==> config.mk <==
export PLATFORM = sky130hd
export DESIGN_NAME = nfh_host
export DESIGN_NICKNAME = d
export VERILOG_FILES = /design/src/hdl/nfh_pkg.sv /design/src/hdl/nfh_fifo.sv /design/src/hdl/nfh_host.sv
export SDC_FILE = /design/constraint.sdc
export NUM_CORES = 1
export LEC_CHECK = 0
export BUFFER_PORTS_ARGS = -buffer_cell sky130_fd_sc_hd__buf_2
export CORE_MARGIN = 4
export CORE_UTILIZATION = 55
export CTS_CLUSTER_DIAMETER = 50
export DETAILED_ROUTE_END_ITERATION = 7
export PLACE_DENSITY = 0.71
export SLEW_MARGIN = 20
export SYNTH_ARGS = -nofsm -noshare
export SYNTH_HDL_FRONTEND = slang
export SYNTH_SLANG_ARGS = --single-unit
==> constraint.sdc <==
create_clock -name clk -period 4.3 [get_ports clk]
set_input_delay 0.215 -clock clk [delete_from_list [all_inputs] [get_ports clk]]
set_output_delay 0.215 -clock clk [all_outputs]
set_load 0.02 [all_outputs]
==> src/hdl/nfh_pkg.sv <==
// Constants shared by the NAND flash host controller
package nfh_pkg;
   // Opcodes
   localparam logic [7:0] CMD_READ1 = 8'h00;
   localparam logic [7:0] CMD_READ2 = 8'h30;
   localparam logic [7:0] CMD_PROG1 = 8'h80;
   localparam logic [7:0] CMD_PROG2 = 8'h10;
   localparam logic [7:0] CMD_ERASE1 = 8'h60;
   localparam logic [7:0] CMD_ERASE2 = 8'hD0;
   localparam logic [7:0] CMD_STATUS = 8'h70;
   localparam logic [7:0] CMD_RESET = 8'hFF;
   // Organisation
   localparam int PAGE_BYTES = 2112;
   localparam int PAGES_PER_BLOCK = 64;
   localparam int BLOCKS = 1024;
   localparam int ECC_SPAN_BYTES = 528;
   localparam int ECC_BITS = 4;
   // Timing: strobe phase length in clocks
   localparam int CLK_HZ = 20000000;
   localparam int STROBE_NS = 25;
   localparam int STROBE_CYC = (STROBE_NS * (CLK_HZ / 1000000) + 999) / 1000;
   localparam int BUSY_MAX_US = 25;
   localparam int BUSY_MAX_CYC = BUSY_MAX_US * (CLK_HZ / 1000000);
   // Host operations
   typedef enum logic [2:0] {
      NFH_OP_READ,
      NFH_OP_PROG,
      NFH_OP_ERASE,
      NFH_OP_STATUS,
      NFH_OP_RESET
   } nfh_op_t;
endpackage : nfh_pkg

==> src/hdl/nfh_fifo.sv <==
// Synchronous valid/ready FIFO for host data path
`timescale 1ns/1ps
`default_nettype none
module nfh_fifo #(
   parameter int WIDTH = 8,
   parameter int DEPTH = 16
) (
   // Clock and reset
   input wire logic clk,
   input wire logic rst_n,
   // Fill side
   input wire logic inValid,
   output logic inReady,
   input wire logic [WIDTH-1:0] inData,
   // Drain side
   output logic outValid,
   input wire logic outReady,
   output logic [WIDTH-1:0] outData
);
   localparam int AW = $clog2(DEPTH);
   // Storage array
   logic [WIDTH-1:0] mem [DEPTH];
   logic [AW-1:0] wrPtr;
   logic [AW-1:0] rdPtr;
   logic [AW:0] count;
   logic doWr;
   logic doRd;
   assign inReady = (count != (AW+1)'(DEPTH));
   assign outValid = (count != '0);
   assign outData = mem[rdPtr];
   assign doWr = inValid && inReady;
   assign doRd = outValid && outReady;
   // Write data
   always_ff @(posedge clk) begin
      if (doWr) begin
         mem[wrPtr] <= inData;
      end
   end
   // Pointers and occupancy
   always_ff @(posedge clk) begin
      if (!rst_n) begin
         wrPtr <= '0;
         rdPtr <= '0;
         count <= '0;
      end else begin
         if (doWr) begin
            wrPtr <= (wrPtr == AW'(DEPTH-1)) ? '0 : wrPtr + 1'b1;
         end
         if (doRd) begin
            rdPtr <= (rdPtr == AW'(DEPTH-1)) ? '0 : rdPtr + 1'b1;
         end
         count <= count + (AW+1)'(doWr) - (AW+1)'(doRd);
      end
   end
endmodule : nfh_fifo
`default_nettype wire

==> src/hdl/nfh_host.sv <==
// NAND flash host controller driving the device strobes
`timescale 1ns/1ps
`default_nettype none
module nfh_host #(
   parameter int FIFO_DEPTH = 16,
   parameter int BUSY_LIMIT = nfh_pkg::BUSY_MAX_CYC
) (
   // Clock and reset
   input wire logic clk,
   input wire logic rst_n,
   // Operation request
   input wire logic opValid,
   output logic opReady,
   input wire nfh_pkg::nfh_op_t opCode,
   input wire logic [11:0] opColumn,
   input wire logic [15:0] opRow,
   input wire logic [11:0] opLength,
   input wire logic lockEnable,
   input wire logic writeAllow,
   // Write data stream
   input wire logic wrValid,
   output logic wrReady,
   input wire logic [7:0] wrData,
   // Read data stream
   output logic rdValid,
   input wire logic rdReady,
   output logic [7:0] rdData,
   // Completion
   output logic opDone,
   output logic busyTimeout,
   // Flash pins
   output logic chipSel_n,
   output logic cmdLatch,
   output logic addrLatch,
   output logic writeStrobe_n,
   output logic read_strobe_n,
   output logic writeProt_n,
   output logic lockStrap,
   input wire logic [7:0] ioLinesIn,
   output logic [7:0] ioLinesOut,
   output logic ioLinesOe,
   input wire logic readyBusy
);
   typedef enum logic [3:0] {
      S_IDLE, S_CMD1, S_ADDR, S_DATAW, S_CMD2, S_WAITRB, S_DATAR, S_DONE
   } nfh_state_t;
   localparam logic [3:0] PH_CYC = 4'(nfh_pkg::STROBE_CYC);
   nfh_state_t state;
   // Latched request
   nfh_pkg::nfh_op_t op;
   logic [11:0] column;
   logic [15:0] row;
   logic [11:0] remain;
   logic [2:0] addrIdx;
   logic [2:0] addrCnt;
   // Strobe phase timer: phase 0 low, phase 1 high
   logic [3:0] phCnt;
   logic phase;
   logic phEnd;
   logic phDone; // Current phase over, read low phase stretched
   logic [15:0] busyCnt;
   // Ready/busy and io line synchronisers
   logic rbMeta;
   logic rbSync;
   logic [7:0] ioMeta;
   logic [7:0] ioSync;
   // Read FIFO fill side, write FIFO drain side
   logic rfValid;
   logic rfReady;
   logic [7:0] rfData;
   logic wfValid;
   logic [7:0] wfData;
   logic wfReady;
   assign phEnd = (phCnt == PH_CYC - 4'h1);
   // Read strobe stays low until the byte has crossed both io flops
   assign phDone = (state == S_DATAR && !phase) ?
                   (phCnt == PH_CYC + 4'h2) : phEnd;
   assign opReady = (state == S_IDLE);
   assign lockStrap = lockEnable;
   assign writeProt_n = writeAllow;
   // Pin synchronisers
   always_ff @(posedge clk) begin
      rbMeta <= readyBusy;
      rbSync <= rbMeta;
      ioMeta <= ioLinesIn;
      ioSync <= ioMeta;
   end
   // Write data FIFO towards the flash
   nfh_fifo #(.WIDTH(8), .DEPTH(FIFO_DEPTH)) wrFifo (
      .clk(clk), .rst_n(rst_n),
      .inValid(wrValid), .inReady(wrReady), .inData(wrData),
      .outValid(wfValid), .outReady(wfReady), .outData(wfData)
   );
   // Read data FIFO towards the user; bytes leave uncorrected, so the
   // reader's 4-bit per 528-byte corrector sits behind rdData
   nfh_fifo #(.WIDTH(8), .DEPTH(FIFO_DEPTH)) rdFifo (
      .clk(clk), .rst_n(rst_n),
      .inValid(rfValid), .inReady(rfReady), .inData(rfData),
      .outValid(rdValid), .outReady(rdReady), .outData(rdData)
   );
   // Data byte leaves write FIFO at end of its strobe high phase
   assign wfReady = (state == S_DATAW) && phase && phEnd;
   // Read byte captured at end of the stretched read strobe low phase
   assign rfValid = (state == S_DATAR) && !phase && phDone;
   assign rfData = ioSync;
   // Strobe phase timer, stalls on empty/full FIFO
   always_ff @(posedge clk) begin
      if (!rst_n || state == S_IDLE || state == S_WAITRB) begin
         phCnt <= '0;
         phase <= 1'b0;
      end else if ((state == S_DATAW && !wfValid) ||
                   (state == S_DATAR && !phase && !rfReady)) begin
         phCnt <= phCnt;
      end else if (phDone) begin
         phCnt <= '0;
         phase <= !phase;
      end else begin
         phCnt <= phCnt + 4'h1;
      end
   end
   // Sequencer
   always_ff @(posedge clk) begin
      if (!rst_n) begin
         state <= S_IDLE;
         op <= nfh_pkg::NFH_OP_RESET;
         column <= '0;
         row <= '0;
         remain <= '0;
         addrIdx <= '0;
         addrCnt <= '0;
         opDone <= 1'b0;
         busyTimeout <= 1'b0;
         busyCnt <= '0;
      end else begin
         opDone <= 1'b0;
         unique case (state)
            S_IDLE: begin
               busyTimeout <= busyTimeout && !opValid;
               if (opValid) begin
                  op <= opCode;
                  column <= opColumn;
                  row <= opRow;
                  remain <= opLength;
                  state <= S_CMD1;
               end
            end
            S_CMD1: begin
               if (phase && phEnd) begin
                  addrIdx <= '0;
                  // Fresh busy count, reset goes straight to the wait
                  busyCnt <= '0;
                  // Erase takes only the two row cycles
                  addrCnt <= (op == nfh_pkg::NFH_OP_ERASE) ? 3'd2 : 3'd4;
                  if (op == nfh_pkg::NFH_OP_RESET) begin
                     state <= S_WAITRB;
                  end else if (op == nfh_pkg::NFH_OP_STATUS) begin
                     remain <= 12'h001;
                     state <= S_DATAR;
                  end else begin
                     state <= S_ADDR;
                  end
               end
            end
            S_ADDR: begin
               if (phase && phEnd) begin
                  addrIdx <= addrIdx + 3'd1;
                  if (addrIdx + 3'd1 == addrCnt) begin
                     state <= (op == nfh_pkg::NFH_OP_PROG) ? S_DATAW
                                                          : S_CMD2;
                  end
               end
            end
            S_DATAW: begin
               if (wfReady) begin
                  remain <= remain - 12'h001;
                  if (remain == 12'h001) begin
                     state <= S_CMD2;
                  end
               end
            end
            S_CMD2: begin
               if (phase && phEnd) begin
                  busyCnt <= '0;
                  state <= S_WAITRB;
               end
            end
            S_WAITRB: begin
               // Wait for ready high once five clocks have passed; only reads time out
               busyCnt <= busyCnt + 16'h0001;
               if (op == nfh_pkg::NFH_OP_READ &&
                   busyCnt >= 16'(BUSY_LIMIT)) begin
                  busyTimeout <= 1'b1;
                  state <= S_DONE;
               end else if (busyCnt > 16'h0004 && rbSync) begin
                  state <= (op == nfh_pkg::NFH_OP_READ) ? S_DATAR : S_DONE;
               end
            end
            S_DATAR: begin
               // Count only bytes the FIFO really took
               if (rfValid && rfReady) begin
                  remain <= remain - 12'h001;
                  if (remain == 12'h001) begin
                     state <= S_DONE;
                  end
               end
            end
            S_DONE: begin
               opDone <= 1'b1;
               state <= S_IDLE;
            end
            default: state <= S_IDLE;
         endcase
      end
   end
   // Pin drive: selects, strobes and bus from registers
   always_ff @(posedge clk) begin
      if (!rst_n) begin
         chipSel_n <= 1'b1;
         cmdLatch <= 1'b0;
         addrLatch <= 1'b0;
         writeStrobe_n <= 1'b1;
         read_strobe_n <= 1'b1;
         ioLinesOut <= 8'h00;
         ioLinesOe <= 1'b0;
      end else begin
         // Chip select held low through whole operation
         chipSel_n <= (state == S_IDLE) || (state == S_DONE);
         cmdLatch <= (state == S_CMD1) || (state == S_CMD2);
         addrLatch <= (state == S_ADDR);
         writeStrobe_n <= !(((state == S_CMD1) || (state == S_CMD2) ||
                            (state == S_ADDR) ||
                            (state == S_DATAW && wfValid)) && !phase);
         read_strobe_n <= !(state == S_DATAR && !phase);
         ioLinesOe <= (state == S_CMD1) || (state == S_CMD2) ||
                      (state == S_ADDR) || (state == S_DATAW);
         unique case (state)
            S_CMD1: begin
               unique case (op)
                  nfh_pkg::NFH_OP_READ: ioLinesOut <= nfh_pkg::CMD_READ1;
                  nfh_pkg::NFH_OP_PROG: ioLinesOut <= nfh_pkg::CMD_PROG1;
                  nfh_pkg::NFH_OP_ERASE: ioLinesOut <= nfh_pkg::CMD_ERASE1;
                  nfh_pkg::NFH_OP_STATUS: ioLinesOut <= nfh_pkg::CMD_STATUS;
                  default: ioLinesOut <= nfh_pkg::CMD_RESET;
               endcase
            end
            S_CMD2: begin
               unique case (op)
                  nfh_pkg::NFH_OP_READ: ioLinesOut <= nfh_pkg::CMD_READ2;
                  nfh_pkg::NFH_OP_PROG: ioLinesOut <= nfh_pkg::CMD_PROG2;
                  default: ioLinesOut <= nfh_pkg::CMD_ERASE2;
               endcase
            end
            S_ADDR: begin
               // Column low, column high (upper nibble low), rows
               unique case (addrIdx + ((op == nfh_pkg::NFH_OP_ERASE) ?
                                       3'd2 : 3'd0))
                  3'd0: ioLinesOut <= column[7:0];
                  3'd1: ioLinesOut <= {4'h0, column[11:8]};
                  3'd2: ioLinesOut <= row[7:0];
                  default: ioLinesOut <= row[15:8];
               endcase
            end
            S_DATAW: ioLinesOut <= wfData;
            default: ioLinesOut <= ioLinesOut;
         endcase
      end
   end
endmodule : nfh_host
`default_nettype wire

==> results by group <==
Synth
  • Count of flip-flops with a built-in enable after synthesis: 256
  • Share of synthesized flip-flops with an asynchronous set or reset: 0
  • Proportion of synthesized chip area in sequential cells: 0.638
  • Cells after Synth: 1,209
  • Yosys warning total: 0
  • Post-synth net total: about 1,300
  • Post-synthesis area per instance: 13.6 um2
  • Seq cells post-synth: approximately 400
  • Primary flip-flop cell chosen by synthesis mapping: sky130_fd_sc_hd__edfxtp_1
  • Cell area after technology mapping: roughly 0.016 mm2
  • Library cells used by synthesis: between 70 and 80

Layout
  • Layout cell share with drive strength beyond 1: 0.211
  • Final std cells w/o fill: about 1,800
  • Final Util: 0.649
  • Antenna Cells: 0
  • Design area: 0.0192 mm2
  • NumNets Final: approximately 1,400
  • Layout overhead on the synthesized area: 16.6%

Routing
  • Wire length after detailed routing: about 37,000 um
  • Post-DR wirelength/cell: roughly 21 um
  • Remaining number of nets flagged by the antenna check after routing: 0
  • Detailed-route vias per instance: roughly 5.9
  • Number of vias in the routed layout: between 10,000 and 15,000
  • Remaining design rule violation count: 0
  • Count of TritonRoute iterations in the first routing pass: 5
  • Detailed router's first-iteration violation count: 1,103

Timing
  • Slew HR: 0.375
  • Fraction of the cycle the final worst path needs: 0.747
  • Fin Clk Skew: about 0.020 ns
  • Maximum operating frequency: 311 MHz
  • Count of pins over their slew limit: 0
  • Number of hold violations in the final report: 0
  • Pin slew with the least headroom to its limit: 0.934 ns
  • Worst hold-check slack: ~0.053 ns
  • Least setup slack across all paths after layout: 1.09 ns
  • Setup TNS: 0 ns
  • Count of endpoints failing setup in the final report: 0
  • Final min period: ~3.2 ns
  • Unrepaired setup endpoints after global routing: no

Clock network
  • Post-CTS Repair Setup Buffers: 0
  • Clock root buffer: sky130_fd_sc_hd__clkbuf_16
  • Number of sinks driven by the clock tree: 396
  • Cts bufs inserted: 43
  • Longest Clk Path Bufs: 3
  • Clock latency on the worst-skew pair: between 0.5 and 0.6 ns
  • Register clock-pin slew on the reported worst setup and hold paths: about 0.060 ns
  • H-tree levels: 2
  • Clock tree from TritonCTS: done

GRT
  • Overall fraction of global-route tracks in use: 0.221
  • Antenna violations before repair: 0
  • Number of global-route vias before repair: around 10,000
  • Remaining global-route overflow: 0
  • First-pass GRT wire length: 57,100 um
  • Largest net degree at the start of global routing: slightly below 50

Worst setup path
  • Reg-to-reg endpoint: wrFifo.count[4]
  • FF-to-FF setup slack: 1.09 ns
  • Launch point of the worst reg-to-reg path: wrFifo.count[2]
  • Capturing element type of the critical path: flip-flop
  • Logic depth of the worst register-to-register path: 12
  • Maximum fanout encountered on the critical timing path: 5
  • Critical path start-end classification: reg -> reg
  • Crit path DAT: 3.68 ns
  • Data required time of the worst path: approximately 4.8 ns
  • Critical path startpoint category: flip-flop

Pwr
  • Leakage dissipation: about 6.6 nW
  • PnR Total Power: between 10 and 15 mW
  • Worst-case vdd ir drop: approximately 440 uV
  • Cell Pwr Density: around 560 mW/mm2

Placement
  • Port bufs: between 90 and 100
  • Sum of net half-perimeters after detailed placement: 23,800 um
  • Setup Slack @ Placement: roughly 1.1 ns
  • Final RePlAce weighted congestion: 0.845
  • Instance area at placement: 0.0173 mm2
  • Number of placed instances with taps included: between 1,500 and 2,000

Hold path
  • Worst hold stages: 5
  • Worst hold-check path type: in -> reg
  • Hold path start: opLength[9]
  • End of the worst hold path: remain[9]

Die
  • Die area: 0.0327 mm2
  • I/O Pins: 96
  • Row Count: between 60 and 70
  • Vertical die dimension: between 150 and 200 um
  • Die boundary width: around 180 um
  • Initial core utilization: 0.556
  • Core Box Area: 0.0296 mm2

Status
  • Outcome: complete, no violations

Run
  • Max_cap viols: 0
==> metal layers <==
| metal | track usage | up-vias | share of wire |
|---|---|---|---|
| met5 | 0 | - | 0 |
| met3 | 0.0350 | 57 | 0.057 |
| met2 | 0.376 | 323 | 0.50 |
| li1 | - | 4830 | - |
| met1 | 0.302 | 5159 | 0.42 |
| met4 | 0.0517 | 0 | 0.019 |
==> synthesized netlist by cell type, types with 2 or more instances <==
cell type,n,share of area
sky130_fd_sc_hd__nand4bb_1,2,0.0014
sky130_fd_sc_hd__xor2_1,8,0.0043
sky130_fd_sc_hd__o211ai_1,2,0.00091
sky130_fd_sc_hd__or3_1,9,0.0034
sky130_fd_sc_hd__a311oi_1,7,0.0037
sky130_fd_sc_hd__fa_1,2,0.0024
sky130_fd_sc_hd__edfxtp_1,256,0.47
sky130_fd_sc_hd__or4_1,2,0.00091
sky130_fd_sc_hd__buf_2,11,0.0033
sky130_fd_sc_hd__nor3_1,23,0.0070
sky130_fd_sc_hd__a21o_1,4,0.0018
sky130_fd_sc_hd__dfxtp_1,140,0.17
sky130_fd_sc_hd__nand2_1,122,0.028
sky130_fd_sc_hd__o22ai_1,9,0.0034
sky130_fd_sc_hd__mux2i_1,6,0.0037
sky130_fd_sc_hd__nand4_1,9,0.0034
sky130_fd_sc_hd__nand3b_1,2,0.00091
sky130_fd_sc_hd__a21oi_1,96,0.029
sky130_fd_sc_hd__nor2_1,88,0.020
sky130_fd_sc_hd__and4_1,2,0.0011
sky130_fd_sc_hd__a211oi_1,8,0.0037
sky130_fd_sc_hd__mux4_2,79,0.11
sky130_fd_sc_hd__nand2b_1,7,0.0027
sky130_fd_sc_hd__or2_2,2,0.00076
sky130_fd_sc_hd__inv_2,2,0.00046
sky130_fd_sc_hd__ha_1,30,0.023
sky130_fd_sc_hd__o31ai_1,5,0.0023
sky130_fd_sc_hd__buf_1,6,0.0014
sky130_fd_sc_hd__buf_6,6,0.0041
sky130_fd_sc_hd__o21ai_0,42,0.013
sky130_fd_sc_hd__nor3b_1,2,0.00091
sky130_fd_sc_hd__nor4_1,14,0.0053
sky130_fd_sc_hd__a31oi_1,11,0.0042
sky130_fd_sc_hd__and3_1,5,0.0019
sky130_fd_sc_hd__xnor2_1,12,0.0064
sky130_fd_sc_hd__and2_1,14,0.0053
sky130_fd_sc_hd__mux2_2,10,0.0068
sky130_fd_sc_hd__nand3_1,32,0.0097
sky130_fd_sc_hd__o21a_1,2,0.00091
sky130_fd_sc_hd__o311ai_1,2,0.0011
sky130_fd_sc_hd__clkbuf_1,39,0.0089
sky130_fd_sc_hd__a32o_1,2,0.0012
sky130_fd_sc_hd__nor2b_1,5,0.0019
sky130_fd_sc_hd__buf_4,3,0.0014
sky130_fd_sc_hd__inv_1,39,0.0089
==> worst max path at each step <==
stage | slack, ns | start | endpoint
3_5_place_dp | 1.11 | wrFifo.count[3] | wrFifo.count[4]
3_3_place_gp | 1.16 | wrFifo.count[3] | wrFifo.count[4]
4_1_cts | 1.03 | flip-flop | rdData[6]
5_1_grt | 0.88 | wrFifo.count[3] | wrFifo.count[4]
6_report | 1.09 | wrFifo.count[2] | wrFifo.count[4]
2_1_floorplan | 1.33 | wrFifo.count[3] | wrFifo.count[4]
==> final cells by class <==
cell class,count,area [um2]
clock buffers,63,1250
clock inverters,17,248
fillers,2169,10400
inverters,42,158
multi-input cells,704,5470
flip-flops and latches,396,10500
well taps,390,488
repair buffers,159,1070
==> cell families after synthesis <==
logic type / Yosys count / share of synthesized area
simple gates: 352 / 0.103
buf+inv: 109 / 0.0298
xor+xnor: 21 / 0.0120
mux: 95 / 0.119
compound gates: 204 / 0.0734
fa+ha+maj: 32 / 0.0253
flops: 396 / 0.638
==> power by group <==
| group | leakage [nW] | switching (mW) | internal (mW) |
|---|---|---|---|
| Combinational | 2.41 | 1.38 | 0.923 |
| Sequential | 3.45 | 0.291 | 4.32 |
| Clock | 0.720 | 1.49 | 2.29 |
==> critical path, cell delays in order, from the launching register on <==
cell and delay (ns):
sky130_fd_sc_hd__dfxtp_1 0.31, sky130_fd_sc_hd__inv_1 0.07, sky130_fd_sc_hd__ha_1 0.16, sky130_fd_sc_hd__or4b_2 0.70, sky130_fd_sc_hd__nor3b_2 0.26, sky130_fd_sc_hd__ha_1 0.30, sky130_fd_sc_hd__inv_1 0.04, sky130_fd_sc_hd__ha_1 0.21
sky130_fd_sc_hd__fa_1 0.40, sky130_fd_sc_hd__a21oi_1 0.16, sky130_fd_sc_hd__nor2_1 0.06, sky130_fd_sc_hd__or3_1 0.34, sky130_fd_sc_hd__a21oi_1 0.14
==> flip-flops by register name (all words and copies together) (netlist names), 5 cells and up, named ones only <==
register and count:
wrFifo.count 5, remain 12, rdFifo.mem 128, ioLinesOut 8, rdFifo.count 5, ioMeta 8
column 12, wrFifo.mem 128, ioSync 8, row 16, busyCnt 16
==> repair_timing <==
action / CTS / global route
hold buffers: 41 / 1
setup endpoints to repair: 0 / 0
resized for setup: 0 / 0
hold endpoints to repair: 41 / 1
==> placed cells by master, fill, tap and decap left out, drive strengths merged, types with 8 or more instances in the layout <==
cell type and count:
clkbuf 63, clkinv 8, buf 117, a31oi 11, nand3 32, mux4 79
ha 30, and2 14, edfxtp 256, or3 9, nor2 88, nand2 123
o22ai 9, a211oi 8, xnor2 12, inv 44, mux2 10, xor2 8
a21oi 96, o21ai 42, nor3 24, dfxtp 140, nor4 15, dlygate4sd3 42
nand4 10
No activity file was read; power rests on OpenSTA's default activity.
